--- src/inc/lfg_pkg.sv ---
// constants for the legacy fast gate and port control block
package lfg_pkg;
  // ---------------------------------------------------------------
  // host side decode
  // ---------------------------------------------------------------
  localparam logic [15:0] LFG_LPC_PORT_ADDR   = 16'h0092;
  localparam logic [7:0]  LFG_CFG_ENABLE_IDX  = 8'h30;

  // ---------------------------------------------------------------
  // controller offsets from the block base
  // ---------------------------------------------------------------
  localparam int          LFG_EC_AW           = 12;
  localparam logic [11:0] LFG_OFF_PORT_BYTE   = 12'h000;
  localparam logic [11:0] LFG_OFF_GATE_CTL    = 12'h100;
  localparam logic [11:0] LFG_OFF_GATE_SET    = 12'h108;
  localparam logic [11:0] LFG_OFF_GATE_RST    = 12'h10c;
  localparam logic [11:0] LFG_OFF_PORT_EN     = 12'h330;

  // ---------------------------------------------------------------
  // field positions and reset values
  // ---------------------------------------------------------------
  localparam int          LFG_BIT_ALT_RESET   = 0;
  localparam int          LFG_BIT_ALT_GATE    = 1;
  localparam int          LFG_BIT_GATE        = 0;
  localparam int          LFG_BIT_PORT_EN     = 0;
  localparam logic [1:0]  LFG_PORT_BYTE_RST   = 2'h0;
  localparam logic        LFG_GATE_CTL_RST    = 1'h1;
  localparam logic        LFG_PORT_EN_RST     = 1'h0;
  localparam logic [7:0]  LFG_ZERO_BYTE       = 8'h00;
  // logical device number: arbitrary value
  localparam logic [7:0]  LFG_LDN_DEFAULT     = 8'h01;
endpackage : lfg_pkg

--- src/inc/lfg_port_if.sv ---
// carrier between the main block and the legacy port byte register
`timescale 1ns/1ps
interface lfg_port_if;
  logic       wr;
  logic [7:0] wdata;
  logic [7:0] rdata;
  logic       alt_gate;

  modport ctl  (output wr, output wdata, input rdata, input alt_gate);
  modport regs (input wr, input wdata, output rdata, output alt_gate);
endinterface : lfg_port_if

--- src/design/lfg_port_regs.sv ---
// legacy port byte: alternate gate and alternate cpu reset bits
`timescale 1ns/1ps
module lfg_port_regs
  import lfg_pkg::*;
(
  input  wire logic  clk_i,
  input  wire logic  host_rst_i,
  lfg_port_if.regs   port
);
  logic alt_gate_r;
  logic alt_reset_r;

  // write sets or clears alternate gate
  always_ff @(posedge clk_i) begin
    if (host_rst_i) begin
      alt_gate_r <= LFG_PORT_BYTE_RST[LFG_BIT_ALT_GATE];
    end else if (port.wr) begin
      alt_gate_r <= port.wdata[LFG_BIT_ALT_GATE];
    end
  end

  // cpu reset bit is stored and read back on port.rdata
  always_ff @(posedge clk_i) begin
    if (host_rst_i) begin
      alt_reset_r <= LFG_PORT_BYTE_RST[LFG_BIT_ALT_RESET];
    end else if (port.wr) begin
      alt_reset_r <= port.wdata[LFG_BIT_ALT_RESET];
    end
  end

  // upper bits read as zero
  always_comb begin
    port.rdata                    = LFG_ZERO_BYTE;
    port.rdata[LFG_BIT_ALT_GATE]  = alt_gate_r;
    port.rdata[LFG_BIT_ALT_RESET] = alt_reset_r;
  end

  assign port.alt_gate = alt_gate_r;
endmodule : lfg_port_regs

--- src/design/lfg_gate_top.sv ---
// legacy fast gate logic: host port byte, port enable, controller gate registers
//
// What this block does
// host writes to io 92h are dropped while the port enable bit is 0 and taken while it is 1.
// the gate output is low only when the alternate gate and the keyboard gate request are low.
// a high alternate gate forces the gate output high whatever the keyboard request.
// an enabled host write of bit 1 sets the alternate gate to that value.
// the port byte holds alternate gate in bit 1 and cpu reset in bit 0, host reset to 0, rest 0.
// gate control bit 0 sets the gate level, host reset to 1, upper bits read 0.
// any controller write to the set strobe sets the gate control bit.
// any controller write to the reset strobe clears the gate control bit.
// the host reaches the enable register through the config port, device number then index 30h.
// the controller reaches the enable register at offset 330h directly.
// the port byte is at host io 0092h and at controller offset 0.
// the enable bit is bit 0, read/write, cleared by main-power reset, upper bits read 0.
// with software assist on only firmware moves the gate, else the latest of host or firmware.
// the keyboard gate request is the gate control bit, ORed with the alternate gate.
// the alternate cpu reset bit is stored, read back and driven on alternate_cpu_reset_o.
`timescale 1ns/1ps
module lfg_gate_top
  import lfg_pkg::*;
#(
  parameter logic [7:0] LDN = LFG_LDN_DEFAULT
)(
  input  wire logic                clk_i,
  input  wire logic                sys_rst_i,
  input  wire logic                host_rst_i,
  input  wire logic [15:0]         lpc_io_addr_i,
  input  wire logic                lpc_io_wr_i,
  input  wire logic                lpc_io_rd_i,
  input  wire logic [7:0]          lpc_io_wdata_i,
  output logic                     lpc_io_hit_o,
  output logic [7:0]               lpc_io_rdata_o,
  input  wire logic [7:0]          cfg_ldn_i,
  input  wire logic [7:0]          cfg_index_i,
  input  wire logic                cfg_wr_i,
  input  wire logic                cfg_rd_i,
  input  wire logic [7:0]          cfg_wdata_i,
  output logic                     cfg_hit_o,
  output logic [7:0]               cfg_rdata_o,
  input  wire logic [LFG_EC_AW-1:0] ec_addr_i,
  input  wire logic                ec_wr_i,
  input  wire logic                ec_rd_i,
  input  wire logic [7:0]          ec_wdata_i,
  output logic [7:0]               ec_rdata_o,
  input  wire logic                software_assist_enable_i,
  input  wire logic                kbd_gate_wr_i,
  input  wire logic                kbd_gate_val_i,
  output logic                     address_line_gate_o,
  output logic                     alternate_cpu_reset_o
);
  // ---------------------------------------------------------------
  // decode
  // ---------------------------------------------------------------
  logic host_rst;
  logic legacy_port_enable_bit_r;
  logic keyboard_gate_request_r;
  logic ec_hit_port;
  logic ec_hit_ctl;
  logic ec_hit_set;
  logic ec_hit_rst;
  logic ec_hit_en;
  logic lpc_port_wr;
  logic cfg_en_wr;
  logic [7:0] ec_rd_mux;

  lfg_port_if port_if ();

  // main-power reset also resets everything in the host domain
  assign host_rst = sys_rst_i | host_rst_i;

  function automatic logic ec_at(input logic [LFG_EC_AW-1:0] a,
                                 input logic [LFG_EC_AW-1:0] off);
    ec_at = (a == off);
  endfunction : ec_at

  function automatic logic [7:0] one_bit(input logic b);
    one_bit    = LFG_ZERO_BYTE;
    one_bit[0] = b;
  endfunction : one_bit

  // port byte at io 0092h and controller offset 0
  assign lpc_io_hit_o = (lpc_io_addr_i == LFG_LPC_PORT_ADDR);
  assign ec_hit_port  = ec_at(ec_addr_i, LFG_OFF_PORT_BYTE);
  assign ec_hit_ctl   = ec_at(ec_addr_i, LFG_OFF_GATE_CTL);
  assign ec_hit_set   = ec_at(ec_addr_i, LFG_OFF_GATE_SET);
  assign ec_hit_rst   = ec_at(ec_addr_i, LFG_OFF_GATE_RST);
  // direct controller path to the enable register
  assign ec_hit_en    = ec_at(ec_addr_i, LFG_OFF_PORT_EN);
  // config path needs our device number and index 30h
  assign cfg_hit_o    = (cfg_ldn_i == LDN) && (cfg_index_i == LFG_CFG_ENABLE_IDX);
  assign cfg_en_wr    = cfg_wr_i && cfg_hit_o;

  // host writes only land while the port is enabled
  assign lpc_port_wr  = lpc_io_wr_i && lpc_io_hit_o && legacy_port_enable_bit_r;

  // controller writes to the byte are not gated by the enable bit
  assign port_if.wr    = lpc_port_wr || (ec_wr_i && ec_hit_port);
  assign port_if.wdata = lpc_port_wr ? lpc_io_wdata_i : ec_wdata_i;

  lfg_port_regs u_port_regs (
    .clk_i      (clk_i),
    .host_rst_i (host_rst),
    .port       (port_if.regs)
  );

  // ---------------------------------------------------------------
  // port enable
  // ---------------------------------------------------------------
  // enable bit, main-power reset only
  always_ff @(posedge clk_i) begin
    if (sys_rst_i) begin
      legacy_port_enable_bit_r <= LFG_PORT_EN_RST;
    end else if (ec_wr_i && ec_hit_en) begin
      legacy_port_enable_bit_r <= ec_wdata_i[LFG_BIT_PORT_EN];
    end else if (cfg_en_wr) begin
      legacy_port_enable_bit_r <= cfg_wdata_i[LFG_BIT_PORT_EN];
    end
  end

  // ---------------------------------------------------------------
  // gate control
  // ---------------------------------------------------------------
  // control bit resets high on host reset
  // set strobe writes 1
  // reset strobe writes 0
  // keyboard path only acts with software assist off; firmware wins a tie
  always_ff @(posedge clk_i) begin
    if (host_rst) begin
      keyboard_gate_request_r <= LFG_GATE_CTL_RST;
    end else if (ec_wr_i && ec_hit_ctl) begin
      keyboard_gate_request_r <= ec_wdata_i[LFG_BIT_GATE];
    end else if (ec_wr_i && ec_hit_set) begin
      keyboard_gate_request_r <= 1'b1;
    end else if (ec_wr_i && ec_hit_rst) begin
      keyboard_gate_request_r <= 1'b0;
    end else if (kbd_gate_wr_i && !software_assist_enable_i) begin
      keyboard_gate_request_r <= kbd_gate_val_i;
    end
  end

  // low only when both sources are low
  // alternate gate high forces high
  // output is the OR of both
  assign address_line_gate_o   = keyboard_gate_request_r | port_if.alt_gate;
  // the stored bit is exposed for the integrator
  assign alternate_cpu_reset_o = port_if.rdata[LFG_BIT_ALT_RESET];

  // ---------------------------------------------------------------
  // read data
  // ---------------------------------------------------------------
  // unmapped offsets and the write-only strobes read as zero
  always_comb begin
    ec_rd_mux = LFG_ZERO_BYTE;
    if (ec_hit_port) begin
      ec_rd_mux = port_if.rdata;
    end else if (ec_hit_ctl) begin
      ec_rd_mux = one_bit(keyboard_gate_request_r);
    end else if (ec_hit_en) begin
      ec_rd_mux = one_bit(legacy_port_enable_bit_r);
    end
  end

  always_ff @(posedge clk_i) begin
    if (sys_rst_i) begin
      ec_rdata_o <= LFG_ZERO_BYTE;
    end else if (ec_rd_i) begin
      ec_rdata_o <= ec_rd_mux;
    end
  end

  // host reads the byte even while writes are disabled
  always_ff @(posedge clk_i) begin
    if (sys_rst_i) begin
      lpc_io_rdata_o <= LFG_ZERO_BYTE;
    end else if (lpc_io_rd_i && lpc_io_hit_o) begin
      lpc_io_rdata_o <= port_if.rdata;
    end
  end

  always_ff @(posedge clk_i) begin
    if (sys_rst_i) begin
      cfg_rdata_o <= LFG_ZERO_BYTE;
    end else if (cfg_rd_i && cfg_hit_o) begin
      cfg_rdata_o <= one_bit(legacy_port_enable_bit_r);
    end
  end
endmodule : lfg_gate_top

--- config.mk ---
export PLATFORM = sky130hd
export DESIGN_NAME = lfg_gate_top
export DESIGN_NICKNAME = d
export VERILOG_FILES = /design/src/inc/lfg_pkg.sv /design/src/inc/lfg_port_if.sv /design/src/design/lfg_port_regs.sv /design/src/design/lfg_gate_top.sv
export SDC_FILE = /design/constraint.sdc
export NUM_CORES = 1
export LEC_CHECK = 0
export BUFFER_PORTS_ARGS = -buffer_cell sky130_fd_sc_hd__buf_2
export CORE_ASPECT_RATIO = 0.5
export CORE_MARGIN = 4
export CORE_UTILIZATION = 28
export DETAILED_ROUTE_END_ITERATION = 16
export GPL_TIMING_DRIVEN = 0
export PLACE_DENSITY = 0.77
export SETUP_SLACK_MARGIN = 0.15
export SLEW_MARGIN = 40
export SYNTH_ARGS = -nofsm -noshare
export SYNTH_HDL_FRONTEND = slang
export SYNTH_SLANG_ARGS = --single-unit
--- constraint.sdc ---
create_clock -name clk_i -period 1.45 [get_ports clk_i]
set_clock_uncertainty 0.15 [all_clocks]
set_input_delay 0.0725 -clock clk_i [delete_from_list [all_inputs] [get_ports clk_i]]
set_output_delay 0.0725 -clock clk_i [all_outputs]
set_load 0.02 [all_outputs]
==> results of run 1 <==
-- synthesized netlist by cell type (all sizes together) (3+ instances only) --
master	number	share of area
a21oi	5	0.031
a31oi	3	0.023
buf	19	0.18
dfxtp	9	0.22
inv	4	0.019
nand2	8	0.038
nand3	6	0.044
nor2	6	0.028
nor3	3	0.025
nor4	5	0.073
or2	3	0.023
or4	3	0.033
-- critical path: stages --
cell and delay, ns:
buf_6 0.10, or4b_4 0.54, nor4_4 0.30, mux2i_1 0.28, nand2_1 0.09, o211a_1 0.13
-- state kept, by name (all words and copies together) (netlist names) --
signal	count
cfg_rdata_o	1
ec_rdata_o	2
u_port_regs.alt_reset_r	1
lpc_io_rdata_o	2
u_port_regs.port.alt_gate	1
keyboard_gate_request_r	1
legacy_port_enable_bit_r	1
-- metrics by stage --
| stage | setup TNS (ns) | hold slack [ns] | instances | power [mW] |
|---|---|---|---|---|
| 6_report | -0.234 | -0.00699 | 235 | 0.813 |
| 4_1_cts | -0.0493 | -0.0105 | 234 | 0.789 |
| 3_5_place_dp | -1.71 | 0.170 | 223 | 0.466 |
| 2_1_floorplan | -0.665 | 0.0736 | 118 | 0.375 |
| 3_3_place_gp | -1.61 | 0.165 | 223 | 0.462 |
| 5_1_grt | -0.522 | 0.0229 | 235 | 0.842 |
-- what timing repair did --
item | in CTS | in global routing
gates resized for setup | 8 | 9
setup endpoints to repair | 8 | 9
hold buffers | 7 | 0
setup buffers | 0 | 1
pin swaps | 11 | 10
hold endpoints to repair | 8 | 0
-- power groups by stage --
stage               sequential [mW]  combinational (mW)  clock (mW)
floorplan                     0.254               0.121           0
global placement              0.254               0.209           0
CTS                           0.249               0.237       0.303
global route                  0.249               0.275       0.318
finish                        0.249               0.254       0.310
detailed placement            0.254               0.212           0
-- metal layers --
| metal | vias to the layer above | wire length [um] | GRT usage |
|---|---|---|---|
| met1 | 476 | 1130 | 0.147 |
| met3 | 10 | 221 | 0.0361 |
| met2 | 59 | 1690 | 0.306 |
| met5 | - | 0 | 0 |
| met4 | 0 | 83 | 0.0256 |
| li1 | 527 | - | - |
-- cells in the final DEF (no fill, tap or decap), drive strengths merged, types with 2 or more instances in the layout --
cell type	count
buf	88
conb	19
dfxtp	9
nand2	8
dlygate4sd3	7
nor2	6
nand3	6
clkbuf	6
a21oi	5
nor4	5
inv	4
or4	3
a31oi	3
or2	3
nor3	3
or4b	2
or3	2
mux2i	2
o211a	2
and3	2
-- path summary, 6_finish.rpt --
kind	startpoint	to
worst max-delay path	ec_addr_i[3]	u_port_regs.port.alt_gate
worst min-delay path	host_rst_i	keyboard_gate_request_r
worst max register to register	keyboard_gate_request_r	keyboard_gate_request_r
worst min register to register	cfg_rdata_o[0]	cfg_rdata_o[0]
-- area by class of cell --
cell class                 count  share of cell area
buffer                        21               0.101
clock buffer                   4              0.0301
inverter                       4              0.0100
multi-input combinational     84               0.400
sequential                     9               0.120
tap                           37              0.0309
timing repair buffer          76               0.308
-- cells by family (layout without fill, tap and decap cells) --
family | count (synthesis) | in the layout | share of synthesized area
DFF | 9 | 9 | 0.225
other | 1 | 19 | 0.00468
and+or+nand+nor | 47 | 47 | 0.400
AOI/OAI and AO/OA | 16 | 16 | 0.139
buffers and inverters | 25 | 105 | 0.206
muxes | 2 | 2 | 0.0250
==> results.json, run 1 <==
{
  "status": "finished with violations",
  "violations": "hold timing, setup timing",
  "fmax_mhz": 649,
  "route.detailed.wl_per_inst_um": 13.3,
  "dp_slack_ns": -0.298,
  "track_usage": 0.143,
  "cts.sinks": 9,
  "vdd.ir_drop.worst_mv": 0.289,
  "htreeDepth": 1,
  "die_h_um": 45.8,
  "multi_input_area_um2": 598,
  "yosys.cell_types.count": 38,
  "dp_hpwl_um": 2190,
  "start_util": 0.300,
  "firstDrtPassIters": 5,
  "clockRootBuffer": "clkbuf_8",
  "hold_violations": 1,
  "synth_ff_type": "dfxtp_1",
  "final_util": 0.561,
  "drv_cap": 0,
  "dpl_cell_area_um2": 1290,
  "critical_path_class": "input port to flop",
  "drive_gt1_frac": 0.561,
  "drt-total-wl_um": 3130,
  "powerDensity_nw_per_um2": 543,
  "critPathLaunchType": "input port",
  "antenna_found_initial": 0,
  "pwr-share-seq": 0.306,
  "yosys_register_bits": 9,
  "grt_max_degree": 10,
  "die_w_um": 83.6,
  "slew_violations": 0,
  "fin_ws_ns": -0.0911,
  "yosysSeqAreaShare": 0.225,
  "cts_tree": "built",
  "power_frac_comb": 0.313,
  "syn_inst": 100,
  "leakage_nw": 0.813,
  "cp_max_fo": 4,
  "cts.path.max_buffers": 2,
  "fillers": 232,
  "p_sw_uw": 235,
  "grt_pass1_wl_um": 4420,
  "seq_area_um2": 180,
  "numCtsBuffers": 3,
  "clk_pin_slew_worst_paths_ns": 0.05,
  "rsz0062_at_grt": "true",
  "reg2reg_slack_ns": 0.20,
  "fin_crit_ns": 1.54,
  "synthArstFlopShare": 0,
  "hold_ws_ns": -0.00699,
  "fin_crit_sh": 1.06,
  "clk_latency_ns": 0.24,
  "intPower_uw": 578,
  "avgSynthCellArea_um2": 8.01,
  "gp_congestion": 0.930,
  "fin_nets": 279,
  "cp_data_required_time_ns": 1.43,
  "fin_area_um2": 1500,
  "ioPinCount": 108,
  "dieArea_um2": 3830,
  "synth_area_um2": 801,
  "arrival_ns": 1.52,
  "synth_edf_count": 0,
  "hold_path.class": "input port to flop",
  "row_count": 13,
  "vias": 1072,
  "endpoint_kind": "flop",
  "port_buffers": 68,
  "area_delta_synth_final_pct": 86.9,
  "vias_per_cell": 4.56,
  "r2r_cells": 5,
  "setup_viol_count_final": 5,
  "antenna_left": 0,
  "drtIter0Drc": 74,
  "switching_share": 0.290,
  "drc": 0,
  "power_frac_clock": 0.381,
  "overflow": 0,
  "grt_pass1_vias": 1054,
  "yosysWarnings": 0,
  "holdPathStages": 4,
  "core-area_um2": 2670,
  "antenna_cells": 0
}
Note: power is estimated with default switching activity, not from simulation.
==> run 2, diff against run 1 <==
--- a/config.mk
+++ b/config.mk
@@ -6,12 +6,11 @@
 export NUM_CORES = 1
 export LEC_CHECK = 0
 export BUFFER_PORTS_ARGS = -buffer_cell sky130_fd_sc_hd__buf_2
-export CORE_ASPECT_RATIO = 0.5
 export CORE_MARGIN = 4
-export CORE_UTILIZATION = 28
+export CORE_UTILIZATION = 33
 export DETAILED_ROUTE_END_ITERATION = 16
 export GPL_TIMING_DRIVEN = 0
-export PLACE_DENSITY = 0.77
+export PLACE_DENSITY = 0.85
 export SETUP_SLACK_MARGIN = 0.15
 export SLEW_MARGIN = 40
 export SYNTH_ARGS = -nofsm -noshare
==> constraint.sdc (replaced) <==
create_clock -name clk_i -period 2 [get_ports clk_i]
set_clock_uncertainty 0.15 [all_clocks]
set_input_delay 0.2 -clock clk_i [delete_from_list [all_inputs] [get_ports clk_i]]
set_output_delay 0.2 -clock clk_i [all_outputs]
set_load 0.02 [all_outputs]
==> run 2 against run 1 <==
The flow now finishes without violations; power shrank 41%; count of clock-buffer cells in the layout is the same; die area shrank 14%; clock power shrank 53%; largest power group is now sequential cells.
==> results.json, run 2 (synthesis results as in run 1) <==
{
  "hp-start": "lpc_io_wdata_i[1]",
  "htreeDepth": 1,
  "holdPathStages": 2,
  "hold_violations": 0,
  "fin_area_um2": 1270,
  "critPathLaunchType": "input port",
  "crit_path_top_delay_cell": "or4b_1",
  "r2r_cells": 5,
  "crit_chain": "buf_2 > or4b_1 > nor4_4 > buf_2",
  "antenna_cells": 0,
  "route.detailed.wl_per_inst_um": 11.5,
  "dp_cells": 214,
  "rsz0062_at_grt": "false",
  "cts.path.max_buffers": 2,
  "layout.cells.non_filler": 218,
  "grt_pass1_wl_um": 3810,
  "firstDrtPassIters": 4,
  "start_util": 0.355,
  "cts.sinks": 9,
  "gp_congestion": 0.781,
  "track_usage": 0.144,
  "final_cell_mix": "buf_2, buf_4, conb_1, dfxtp_1, nand2_1",
  "cp_data_required_time_ns": 1.65,
  "fin_tns_setup_ns": 0,
  "critPathMostFrequentCell": "buf_2",
  "numCtsBuffers": 3,
  "fin_crit_sh": 0.867,
  "core-area_um2": 2250,
  "leakage_nw": 0.697,
  "drt-total-wl_um": 2500,
  "largestRegisters": "ec_rdata_o x2, lpc_io_rdata_o x2",
  "status": "finished, final reports clean",
  "grt_pass1_vias": 930,
  "fin_crit_ns": 1.73,
  "cts_tree": "built",
  "dpl_cell_area_um2": 1250,
  "worst_path_dominant_cell_family": "simple AND/OR/NAND/NOR gates",
  "cts_hold_buf": 0,
  "port_buffers": 68,
  "drive_gt1_frac": 0.532,
  "antenna_left": 0,
  "slew_violations": 0,
  "cp_max_fo": 2,
  "slowest_delay_ns": 0.60,
  "clockRootBuffer": "clkbuf_4",
  "ioPinCount": 108,
  "fmax_mhz": 577,
  "vias_per_cell": 4.57,
  "arrival_ns": 1.38,
  "dieArea_um2": 3280,
  "die_h_um": 57.3,
  "die_w_um": 57.3,
  "dp_hpwl_um": 2240,
  "row_count": 17,
  "grt_max_degree": 10,
  "total_power_uw": 480,
  "area_delta_synth_final_pct": 59.1,
  "drtIter0Drc": 21,
  "endpoint_kind": "output port",
  "fillers": 247,
  "worstHoldEndpoint": "u_port_regs.port.alt_gate",
  "overflow": 0,
  "mostFrequentLayoutCell": "buf_2",
  "regToRegEndpoint": "keyboard_gate_request_r",
  "hold_path.class": "input port to flop",
  "post_cts_buffers": 0,
  "powerDensity_nw_per_um2": 377,
  "r2r-start": "keyboard_gate_request_r",
  "setup_viol_count_final": 0,
  "vias": 997,
  "critPathBufInv": 2,
  "vdd.ir_drop.worst_mv": 0.211,
  "fin_nets": 271,
  "reg2reg_slack_ns": 0.74,
  "drv_cap": 0,
  "antenna_found_initial": 0,
  "cts_resized": 0,
  "drc": 0,
  "critical_path_class": "input port to output port",
  "clk_latency_ns": 0.27,
  "final_util": 0.565,
  "clk_pin_slew_worst_paths_ns": 0.06
}
-- run 2: how the worst max path moves through the flow --
stage	start	end	slack [ns]	cells after the start
after floorplan	lpc_io_addr_i[2]	u_port_regs.alt_reset_r	0.17	4
after global placement	ec_addr_i[11]	u_port_regs.port.alt_gate	0.11	6
after detailed placement	ec_addr_i[11]	u_port_regs.port.alt_gate	0.08	6
after CTS	lpc_io_addr_i[2]	lpc_io_hit_o	0.26	4
after global routing	lpc_io_addr_i[5]	lpc_io_hit_o	0.23	4
final	lpc_io_addr_i[2]	lpc_io_hit_o	0.27	4
-- run 2: per-layer routing --
metal | track usage | routed length, um
met1 | 0.154 | 901
met2 | 0.253 | 1230
met3 | 0.0430 | 321
met4 | 0.0795 | 44
met5 | 0 | 0
-- run 2: power by group --
part | internal [mW] | switching [mW] | leakage (nW) | total [mW]
clock network | 0.0772 | 0.0694 | 0.0150 | 0.147
logic | 0.0784 | 0.0752 | 0.610 | 0.154
registers | 0.180 | 0.000187 | 0.0725 | 0.180
-- run 2: through the flow --
step                      setup WS (ns)  hold WS [ns]
after floorplan                   0.174         0.191
after global placement            0.105         0.292
after detailed placement         0.0789         0.293
after CTS                         0.260        0.0403
after global routing              0.226        0.0447
final                             0.266        0.0434
-- run 2: layout make-up --
cell class              count  area, um2  share of cell area
multi-input cells          84        527               0.414
repair buffers             68        340               0.267
inverters                   4       15.0              0.0118
well taps                  28       35.0              0.0275
flip-flops and latches      9        180               0.141
plain buffers              21        150               0.118
clock buffers               4       26.3              0.0206
-- run 2: worst reg2reg max path, cell delays in order, from the launching register on --
cell,delay [ns]
dfxtp_1,0.30
inv_1,0.07
a21oi_1,0.04
a31oi_1,0.20
o31ai_1,0.11
a211o_1,0.27
